<file path="src/realign_pkg.sv">
// constants shared by the word realigner and its output staging buffer
// assumes one 100 MHz clock; the divided low-speed rate is an enable pulse
package realign_pkg;
    // ****************************************************************
    // word widths and buffer shape
    // ****************************************************************
    localparam int WORD_WIDTH_NARROW = 8;
    localparam int WORD_WIDTH_WIDE = 10;
    localparam int SYNC_DEPTH = 4;
    localparam int STAGE_DEPTH = 32;
    // ****************************************************************
    // timing
    // ****************************************************************
    localparam int CLOCK_PERIOD_NS = 10;
    localparam int LOW_SPEED_DIVIDE = 4;
    // the slip agent holds the request high this many low-speed ticks; one high tick already slips
    localparam int SLIP_HIGH_TICKS = 2;
    localparam logic [3:0] COUNT_ZERO = 4'h0;
    localparam logic [3:0] COUNT_ONE = 4'h1;
endpackage : realign_pkg

</file>
<file path="src/word_realigner.sv">
// per-channel word boundary realigner after the deserializer
// assumes words arrive one per low-speed tick, frequency locked to clock
//
// Operation
// - phase alignment does not fix word boundary
// - realign parallel words, one slip per channel
// - shared clock; slip from pin or logic
// - each slip rising edge shifts one bit
// - no bypass; idle slip means fixed latency
// - word width configurable to 8 or 10
// - output picks bits from two holding registers
// - past n-1 take newer word, count zero
// - new realigned word next low-speed tick
// - four-deep synchronizer buffer per channel
`timescale 1ns/1ps
module word_realigner
    import realign_pkg::*;
#(
    parameter int WIDTH = WORD_WIDTH_WIDE,
    parameter int CLOCK_DIVIDE = LOW_SPEED_DIVIDE,
    parameter int FIFO_DEPTH = STAGE_DEPTH
) (
    input wire logic clock,
    input wire logic rst_n,
    input wire logic [WIDTH-1:0] raw_word,
    input wire logic slip_request,
    output logic [WIDTH-1:0] aligned_word,
    output logic aligned_valid,
    input wire logic aligned_ready,
    output logic low_speed_tick,
    output logic [3:0] slip_count,
    output logic overrun
);
    // ****************************************************************
    // elaboration checks
    // ****************************************************************
    // refused at elaboration: the window and the divider serve no other values
    if (WIDTH != WORD_WIDTH_NARROW && WIDTH != WORD_WIDTH_WIDE) begin : gen_bad_width
        $error("word_realigner width must be 8 or 10");
    end
    if (CLOCK_DIVIDE < 2 || CLOCK_DIVIDE > 255) begin : gen_bad_divide
        $error("word_realigner clock divide out of range");
    end

    typedef enum logic [2:0] {
        SLIP_IDLE = 3'h1,
        SLIP_ARMED = 3'h2,
        SLIP_WAIT_LOW = 3'h4
    } slip_state_e;

    localparam logic [3:0] LAST_COUNT = 4'(WIDTH - 1);
    localparam logic [7:0] DIVIDE_LAST = 8'(CLOCK_DIVIDE - 1);

    // ****************************************************************
    // reset release
    // ****************************************************************
    logic rst_meta_n;
    logic reset_n;
    always_ff @(posedge clock or negedge rst_n) begin
        if (!rst_n) begin
            rst_meta_n <= 1'b0;
            reset_n <= 1'b0;
        end else begin
            rst_meta_n <= 1'b1;
            reset_n <= rst_meta_n;
        end
    end

    // ****************************************************************
    // low-speed enable
    // ****************************************************************
    // one clock domain only: the divided clock is a one-cycle enable
    logic [7:0] divide_count;
    logic tick;
    assign tick = (divide_count == DIVIDE_LAST);
    always_ff @(posedge clock or negedge reset_n) begin
        if (!reset_n) begin
            divide_count <= '0;
        end else if (tick) begin
            divide_count <= '0;
        end else begin
            divide_count <= divide_count + 8'h01;
        end
    end

    always_ff @(posedge clock or negedge reset_n) begin
        if (!reset_n) begin
            low_speed_tick <= 1'b0;
        end else begin
            low_speed_tick <= tick;
        end
    end

    // ****************************************************************
    // synchronizer buffer
    // ****************************************************************
    // writer and reader are frequency locked, so the four-entry ring
    // needs no flags: write and read indices advance together
    logic [WIDTH-1:0] sync_ring [SYNC_DEPTH];
    logic [1:0] sync_wr;
    logic [1:0] sync_rd;
    logic [WIDTH-1:0] synced_word;
    always_ff @(posedge clock or negedge reset_n) begin
        if (!reset_n) begin
            sync_wr <= 2'h2;
            sync_rd <= 2'h0;
            synced_word <= '0;
        end else if (tick) begin
            sync_wr <= sync_wr + 2'h1;
            sync_rd <= sync_rd + 2'h1;
            synced_word <= sync_ring[sync_rd];
        end
    end

    always_ff @(posedge clock) begin
        if (tick) begin
            sync_ring[sync_wr] <= raw_word;
        end
    end

    // ****************************************************************
    // slip edge detection
    // ****************************************************************
    // sampled on low-speed ticks; a rising edge counts only after the
    // request was low, so a long high cannot slip twice
    slip_state_e slip_state;
    slip_state_e next_slip_state;
    logic slip_event;
    always_comb begin
        next_slip_state = slip_state;
        slip_event = 1'b0;
        case (slip_state)
            SLIP_IDLE: begin
                if (tick && slip_request) begin
                    next_slip_state = SLIP_ARMED;
                    slip_event = 1'b1;
                end
            end
            SLIP_ARMED: begin
                if (tick && !slip_request) begin
                    next_slip_state = SLIP_IDLE;
                end else if (tick) begin
                    next_slip_state = SLIP_WAIT_LOW;
                end
            end
            SLIP_WAIT_LOW: begin
                if (tick && !slip_request) begin
                    next_slip_state = SLIP_IDLE;
                end
            end
            default: begin
                next_slip_state = SLIP_IDLE;
            end
        endcase
    end

    always_ff @(posedge clock or negedge reset_n) begin
        if (!reset_n) begin
            slip_state <= SLIP_IDLE;
        end else begin
            slip_state <= next_slip_state;
        end
    end

    // ****************************************************************
    // slip counter and holding registers
    // ****************************************************************
    // count wraps at width-1; on wrap the newer word is taken whole
    // the word boundary is set here alone, never by phase alignment
    logic [3:0] count;
    always_ff @(posedge clock or negedge reset_n) begin
        if (!reset_n) begin
            count <= COUNT_ZERO;
        end else if (slip_event) begin
            if (count == LAST_COUNT) begin
                count <= COUNT_ZERO;
            end else begin
                count <= count + COUNT_ONE;
            end
        end
    end

    // two consecutive words, newer and older
    logic [WIDTH-1:0] hold_new;
    logic [WIDTH-1:0] hold_old;
    always_ff @(posedge clock or negedge reset_n) begin
        if (!reset_n) begin
            hold_new <= '0;
            hold_old <= '0;
        end else if (tick) begin
            hold_new <= synced_word;
            hold_old <= hold_new;
        end
    end

    // select a width-wide window out of {old, new} starting at count;
    // count zero gives the newer word alone, so idle is a pure delay
    function automatic logic [WIDTH-1:0] pick_window(
        input logic [WIDTH-1:0] newer,
        input logic [WIDTH-1:0] older,
        input logic [3:0] shift
    );
        logic [2*WIDTH-1:0] pair;
        pair = {older, newer};
        pick_window = pair[shift +: WIDTH];
    endfunction : pick_window

    // ****************************************************************
    // output staging buffer
    // ****************************************************************
    // the realigned word goes out one tick after the slip takes effect
    // and is never bypassed; a stalled sink shows up as overrun since
    // the serial source cannot be held back
    logic [WIDTH-1:0] window;
    logic stage_ready;
    logic [WIDTH-1:0] fifo_data;
    logic fifo_valid;
    logic fifo_take;
    assign window = pick_window(hold_new, hold_old, count);
    // output register reloads only when empty or being read, so a stall
    // never loses the word it already shows
    assign fifo_take = !aligned_valid || aligned_ready;

    word_fifo #(
        .WIDTH(WIDTH),
        .DEPTH(FIFO_DEPTH)
    ) stage (
        .clock(clock),
        .reset_n(reset_n),
        .in_data(window),
        .in_valid(tick),
        .in_ready(stage_ready),
        .out_data(fifo_data),
        .out_valid(fifo_valid),
        .out_ready(fifo_take)
    );

    always_ff @(posedge clock or negedge reset_n) begin
        if (!reset_n) begin
            aligned_word <= '0;
            aligned_valid <= 1'b0;
            slip_count <= COUNT_ZERO;
            overrun <= 1'b0;
        end else begin
            if (fifo_take) begin
                aligned_word <= fifo_data;
                aligned_valid <= fifo_valid;
            end
            slip_count <= count;
            if (tick && !stage_ready) begin
                overrun <= 1'b1; // sticky until reset: a word was dropped
            end
        end
    end
endmodule : word_realigner

</file>
<file path="src/word_fifo.sv">
// small FIFO with valid/ready on both sides and registered read data
// assumes a single clock and synchronous use on both sides
`timescale 1ns/1ps
module word_fifo
    import realign_pkg::*;
#(
    parameter int WIDTH = WORD_WIDTH_WIDE,
    parameter int DEPTH = STAGE_DEPTH
) (
    input wire logic clock,
    input wire logic reset_n,
    input wire logic [WIDTH-1:0] in_data,
    input wire logic in_valid,
    output logic in_ready,
    output logic [WIDTH-1:0] out_data,
    output logic out_valid,
    input wire logic out_ready
);
    localparam int AW = $clog2(DEPTH);

    // refused at elaboration: pointer wrap needs a power-of-two depth
    if (DEPTH < 2 || (1 << AW) != DEPTH) begin : gen_bad_depth
        $error("word_fifo depth must be a power of two, at least 2");
    end

    logic [WIDTH-1:0] mem [DEPTH];
    logic [AW:0] wr_ptr;
    logic [AW:0] rd_ptr;
    logic [AW:0] fill;
    logic push;
    logic pop;

    // ****************************************************************
    // pointers and flags
    // ****************************************************************
    // out register holds the head word, so the array holds the rest
    assign fill = wr_ptr - rd_ptr;
    assign in_ready = (fill != (AW + 1)'(DEPTH));
    assign push = in_valid && in_ready;
    assign pop = (fill != '0) && (!out_valid || out_ready);

    always_ff @(posedge clock or negedge reset_n) begin
        if (!reset_n) begin
            wr_ptr <= '0;
        end else if (push) begin
            wr_ptr <= wr_ptr + 1'b1;
        end
    end

    always_ff @(posedge clock) begin
        if (push) begin
            mem[wr_ptr[AW-1:0]] <= in_data;
        end
    end

    // read side: head word lives in a register
    always_ff @(posedge clock or negedge reset_n) begin
        if (!reset_n) begin
            rd_ptr <= '0;
            out_valid <= 1'b0;
            out_data <= '0;
        end else begin
            if (pop) begin
                rd_ptr <= rd_ptr + 1'b1;
                out_data <= mem[rd_ptr[AW-1:0]];
                out_valid <= 1'b1;
            end else if (out_ready) begin
                out_valid <= 1'b0;
            end
        end
    end
endmodule : word_fifo

</file>
<file path="config.mk">
export PLATFORM = sky130hd
export DESIGN_NAME = word_realigner
export DESIGN_NICKNAME = d
export VERILOG_FILES = /design/src/realign_pkg.sv /design/src/word_realigner.sv /design/src/word_fifo.sv
export SDC_FILE = /design/constraint.sdc
export NUM_CORES = 1
export LEC_CHECK = 0
export ABC_AREA = 1
export BUFFER_PORTS_ARGS = -buffer_cell sky130_fd_sc_hd__buf_2
export CAP_MARGIN = 15
export CORE_ASPECT_RATIO = 2
export CORE_MARGIN = 2
export CORE_UTILIZATION = 50
export CTS_CLUSTER_DIAMETER = 120
export DETAILED_ROUTE_END_ITERATION = 16
export PLACE_DENSITY = 0.66
export SKIP_CTS_REPAIR_TIMING = 1
export SLEW_MARGIN = 5
export SYNTH_ARGS = -nofsm -noshare
export SYNTH_HDL_FRONTEND = slang
export SYNTH_SLANG_ARGS = --single-unit
</file>
<file path="constraint.sdc">
create_clock -name clock -period 3.8 [get_ports clock]
set_input_delay 0.38 -clock clock [delete_from_list [all_inputs] [get_ports clock]]
set_output_delay 0.38 -clock clock [all_outputs]
set_load 0.01 [all_outputs]
</file>
# Word-level counts from Yosys, hierarchy flattened
# Memory sizes are Yosys's and may differ from the RTL's. A register that Yosys moved wholly into a read port is not among the register bits.
# Cells that the tools add are included.
# totals
register_bits	71
memories	2
mem_bits_rw	360
in_bits	14
wordCells	67
output_inout_bits	17
# classes
shift	1
mux	15
addsub	7
n_eq_ne	9
reduce_logical	16
# memory_table
name	words	width	rd	rd_ports_with_merged_regs	write_ports	line	rtl
stage.mem	32	10	1	1	1	word_fifo.sv:26	logic [WIDTH-1:0] mem [DEPTH];
sync_ring	4	10	1	1	1	word_realigner.sv:99	logic [WIDTH-1:0] sync_ring [SYNC_DEPTH];
# ops
operator	n
indexed part select 20 x 5 -> 10 bit	1
adder 6 x 1 -> 6 bit (second input constant)	2
two-way mux 3 bit	4
case mux 3 bit (3 select lines)	1
adder 8 x 1 -> 8 bit (second input constant)	1
equality test 8 x 2 -> 1 bit (second input constant)	1
two-way mux 1 bit	8
two-way mux 8 bit	1
logical NOT 1 bit	6
!= test 6 bit (second input constant)	1
nonzero test 6 bit	1
subtractor 6 bit	1
logical AND 1 bit	5
adder 2 x 1 -> 2 bit (second input constant)	2
adder 4 x 1 -> 4 bit (second input constant)	1
equality test 4 bit (second input constant)	1
two-way mux 4 bit	1
!= test 2 bit (second input constant)	2
equality test 3 x 1 -> 1 bit (second input constant)	1
equality test 3 x 2 -> 1 bit (second input constant)	1
equality test 3 bit (second input constant)	1
!= test 3 x 2 -> 1 bit (second input constant)	1
AND reduction 3 bit	1
logical OR 1 bit	2
nonzero test 2 bit	1

# Depth between registers and ports, before layout
# logic_depth
ltp_word	5
ltp_mapped	17
mapped_depth_nobuf	15

# By module
# From an unflattened synthesis, not the netlist that was laid out.
# unflattened
hier_cells	2012
hier_area_um2	20051.7
# by_module_without_submodules
mod	seq_area_each_um2	cells_each	area_each_um2	n_inst
word_fifo	10184.8	1472	15080.7	1
word_realigner	2905.3	540	4971.0	1

# Worst setup path before layout
# OpenSTA, ideal clock, no wires.
# synth_timing
path_type	register to register
from	register stage.rd_ptr[2]
to	memory stage.mem[10][0] (netlist name), enable pin
synth_period_minus_slack_ns	2.890
path_slack_ns	0.910
path_buffers	3
stages_incl_launch_ff	14
required_ns	3.424
setup_time_ns	0.376
arrival_ns	2.514
cell_sequence	dfrtp_1 > buf_2 > inv_1 > clkbuf_1 > ha_1 > or2_1 > nand3b_2 > nand2_1 > nand2_1 > nand2_1 > nand2_1 > buf_6 > nand3_4 > nor2_1
# synth_via
elab_chain_cells	5
# synth_rtl
item	line	rtl
start: declaration	word_fifo.sv:28	logic [AW:0] rd_ptr;
start signal: assignment	word_fifo.sv:64	rd_ptr <= rd_ptr + 1'b1;
subtractor 6 bit	word_fifo.sv:37	assign fill = wr_ptr - rd_ptr;
!= test 6 bit	word_fifo.sv:38	assign in_ready = (fill != (AW + 1)'(DEPTH));
logical AND 1 bit	word_fifo.sv:39	assign push = in_valid && in_ready;
two-way mux 1 bit	word_fifo.sv:51	if (push) begin
two-way mux 1 bit (implied by the code)	word_fifo.sv:52	mem[wr_ptr[AW-1:0]] <= in_data;
end: declaration	word_fifo.sv:26	
# Every way passes these cells.

# Final worst setup path
# layout_timing
from	register stage.rd_ptr[4]
to	memory stage.mem[3][1] (netlist name), enable pin
# Same word-level chain as after synthesis.

==> results.py <==
metrics = {
    "synthesis": {
        "synthCells": 2049,
        "yosysWarnings": 0,
        "ys_seq_area_share_pct": 64.9,
        "synth.avg_cell_area_um2": 9.84,
        "synthesis.nets": 2078,
        "synth-edff-count": 360,
        "synth.top_cells.by_area": "edfxtp_1, nand2_1, dfrtp_1, nand3_1, inv_1",
        "synth_ff_type": "edfxtp_1",
        "synth_area_mm2": 0.0202,
        "yosys.area.top_type_share_pct": 53.6,
        "synth_top_area_cell": "edfxtp_1",
        "synth_cell_types": 40,
        "synthArstFlopShare_pct": 20.2,
        "synth-seq-cells": 451,
    },
    "timing": {
        "layout_min_cycle_time_ps": 3440,
        "rsz0062_at_grt": "false",
        "maxSlewViolCount": 0,
        "finalHoldViolations": 0,
        "setup_viol": 0,
        "tightest_slew_ps": 989,
        "max_freq_mhz": 291,
        "min_period_over_period_pct": 90.5,
        "slew-limit-headroom_pct": 34.1,
        "skew_ps": 12.9,
        "fin_setup_tns_ps": 0,
    },
    "placement": {
        "hpwl_um": 29300,
        "port_buffers": 30,
        "gp_congestion": 0.951,
        "placedCellCount": 2562,
    },
    "detailed_routing": {
        "drtIter0Drc": 1148,
        "drt-vias-per-instance": 5.17,
        "ant_nets": 0,
        "drc": 0,
        "post_drt_wl_per_cell_um": 17.8,
        "firstDrtPassIters": 7,
        "vias": 13641,
        "wl_um": 46900,
    },
    "final_layout": {
        "fillers": 3580,
        "stdcell_count": 2637,
        "final_nets": 2105,
        "final_cell_mix": "nand2_1, edfxtp_1, inv_1, nand3_1, nor2_1",
        "seqCellArea_mm2": 0.0131,
        "multi_input_area_mm2": 0.00567,
        "mostFrequentLayoutCell": "nand2_1",
        "area_delta_synth_final_pct": 10.1,
        "drive_gt1_share_pct": 9.87,
        "n_antenna_cell": 0,
    },
    "floorplanning": {
        "die_area_mm2": 0.0420,
        "start_util_pct": 50.5,
        "die_width_um": 146,
        "pin_count": 31,
        "core_area_mm2": 0.0399,
        "rows": 104,
        "die_h_um": 288,
    },
    "setup_path": {
        "worst_setup_path_end_kind": "flop",
        "r2r-start": "stage.rd_ptr[4]$_DFFE_PN0P_",
        "crit_start": "stage.rd_ptr[4]$_DFFE_PN0P_",
        "startpoint_type": "flop",
        "crit_type": "flop to flop",
        "critical_path_arrival_ps": 3610,
        "path_max_fanout": 13,
        "worstPathRequired_ps": 3970,
    },
    "global_routing": {
        "grt_first_pass_wirelength_um": 73700,
        "antenna_found_initial": 0,
        "grtUsageTotal_pct": 22.7,
        "overflow": 0,
        "grt_pass1_vias": 13015,
        "grt_max_degree": 224,
    },
    "power": {
        "leakage_nw": 9.58,
        "ir_worst_vdd_v": 0.000729,
        "powerDensity_mw_per_mm2": 836,
    },
    "run_status": {
        "status": "completed",
    },
    "clocking": {
        "ctsRootBufferMaster": "clkbuf_16",
        "clkLatencyLatePin_ps": 550,
        "clk_pin_slew_ps": 60,
        "tritoncts": "done",
        "clock_sinks": 451,
        "cts_buffers": 41,
        "htreeDepth": 2,
        "clock_path_buffers": 3,
    },
    "min_path": {
        "holdCritStartpoint": "raw_word[0]",
        "hold_class": "primary input to flop",
    },
    "flow_run": {
        "max_cap_viol_count": 0,
    },
}
==> worst paths after layout <==
path / end / slack [ps] / depth (start not counted)
max: stage.mem[3][1]$_DFFE_PP_ / 360 / 9
min: sync_ring[0][0]$_DFFE_PP_ / 40 / 1
max reg2reg: stage.mem[3][1]$_DFFE_PP_ / 360 / 9
min reg2reg: reset_n$_DFF_PN0_ / 350 / 0
max in group asynchronous: stage.rd_ptr[3]$_DFFE_PN0P_ / 2460 / 1
min in group asynchronous: reset_n$_DFF_PN0_ / 140 / 2
==> flip-flops by register name, summed over array words and instances (netlist names), 8 cells and up <==
signal	flops
stage.mem	320
aligned_word	10
stage.out_data	10
synced_word	10
divide_count	8
hold_old	10
sync_ring	40
hold_new	10
==> Yosys cell counts, types with 11 or more instances <==
library cell / number
buf_1: 11
buf_2: 28
buf_4: 20
clkbuf_1: 31
dfrtp_1: 89
edfxtp_1: 360
ha_1: 15
inv_1: 240
nand2_1: 743
nand3_1: 200
nor2_1: 94
o211ai_1: 15
o21ai_0: 83
or2_2: 42
==> cell type report <==
| class | count | area share [%] |
|---|---|---|
| multi-input combinational | 1257 | 25.5 |
| clock buffer | 52 | 5.13 |
| timing repair buffer | 83 | 2.59 |
| inverter | 242 | 4.09 |
| clock inverter | 22 | 0.665 |
| sequential | 451 | 59.0 |
| tap | 530 | 2.99 |
==> metrics by stage <==
stage          util, %  hold WS [ps]  setup WS (ps)  cell area [µm²]  total power [W]
6_report          55.6          43.3            361            22200           0.0186
5_1_grt           55.6          27.5           77.2            22200           0.0197
4_1_cts           55.5          -415            383            22200           0.0187
3_5_place_dp      52.3           168            385            20900           0.0147
3_3_place_gp      52.3           166            488            20900           0.0147
2_1_floorplan        -          84.4            910            20200           0.0120
==> worst max-delay path, stage by stage (launching register included) <==
cell	delay [ps]
dfrtp_1	540
inv_1	280
ha_1	410
a21oi_1	220
nand2_1	110
nand2_1	70
nand2_1	50
nand2_1	100
nand3_1	430
nor2_1	830
==> cell families (layout without fill, tap and decap cells) <==
group / after synthesis / count (layout) / share of synthesized area, %
DFF: 451 / 451 / 64.9
adders and majority gates: 15 / 15 / 0.931
buffers and inverters: 341 / 399 / 7.28
AOI/OAI and AO/OA: 126 / 126 / 3.50
and+or+nand+nor: 1101 / 1101 / 22.7
other: 1 / 1 / 0.0186
xor gates and xnor gates: 13 / 13 / 0.565
muxes: 1 / 1 / 0.0497
==> power breakdown <==
part	internal (W)	leakage, nW	switching, W
sequential	0.00712	4.35	0.000402
clock	0.00220	0.624	0.00177
combinational	0.00182	4.61	0.00527
==> per-layer routing <==
metal  routed length (µm)  vias to the layer above  track usage [%]
met4                 1730                        0             8.33
li1                     -                     6684                -
met1                20400                     6424             32.2
met5                    0                        -                0
met2                22000                      444             36.7
met3                 2810                       89             2.54
(Power assumes the default switching activity.)
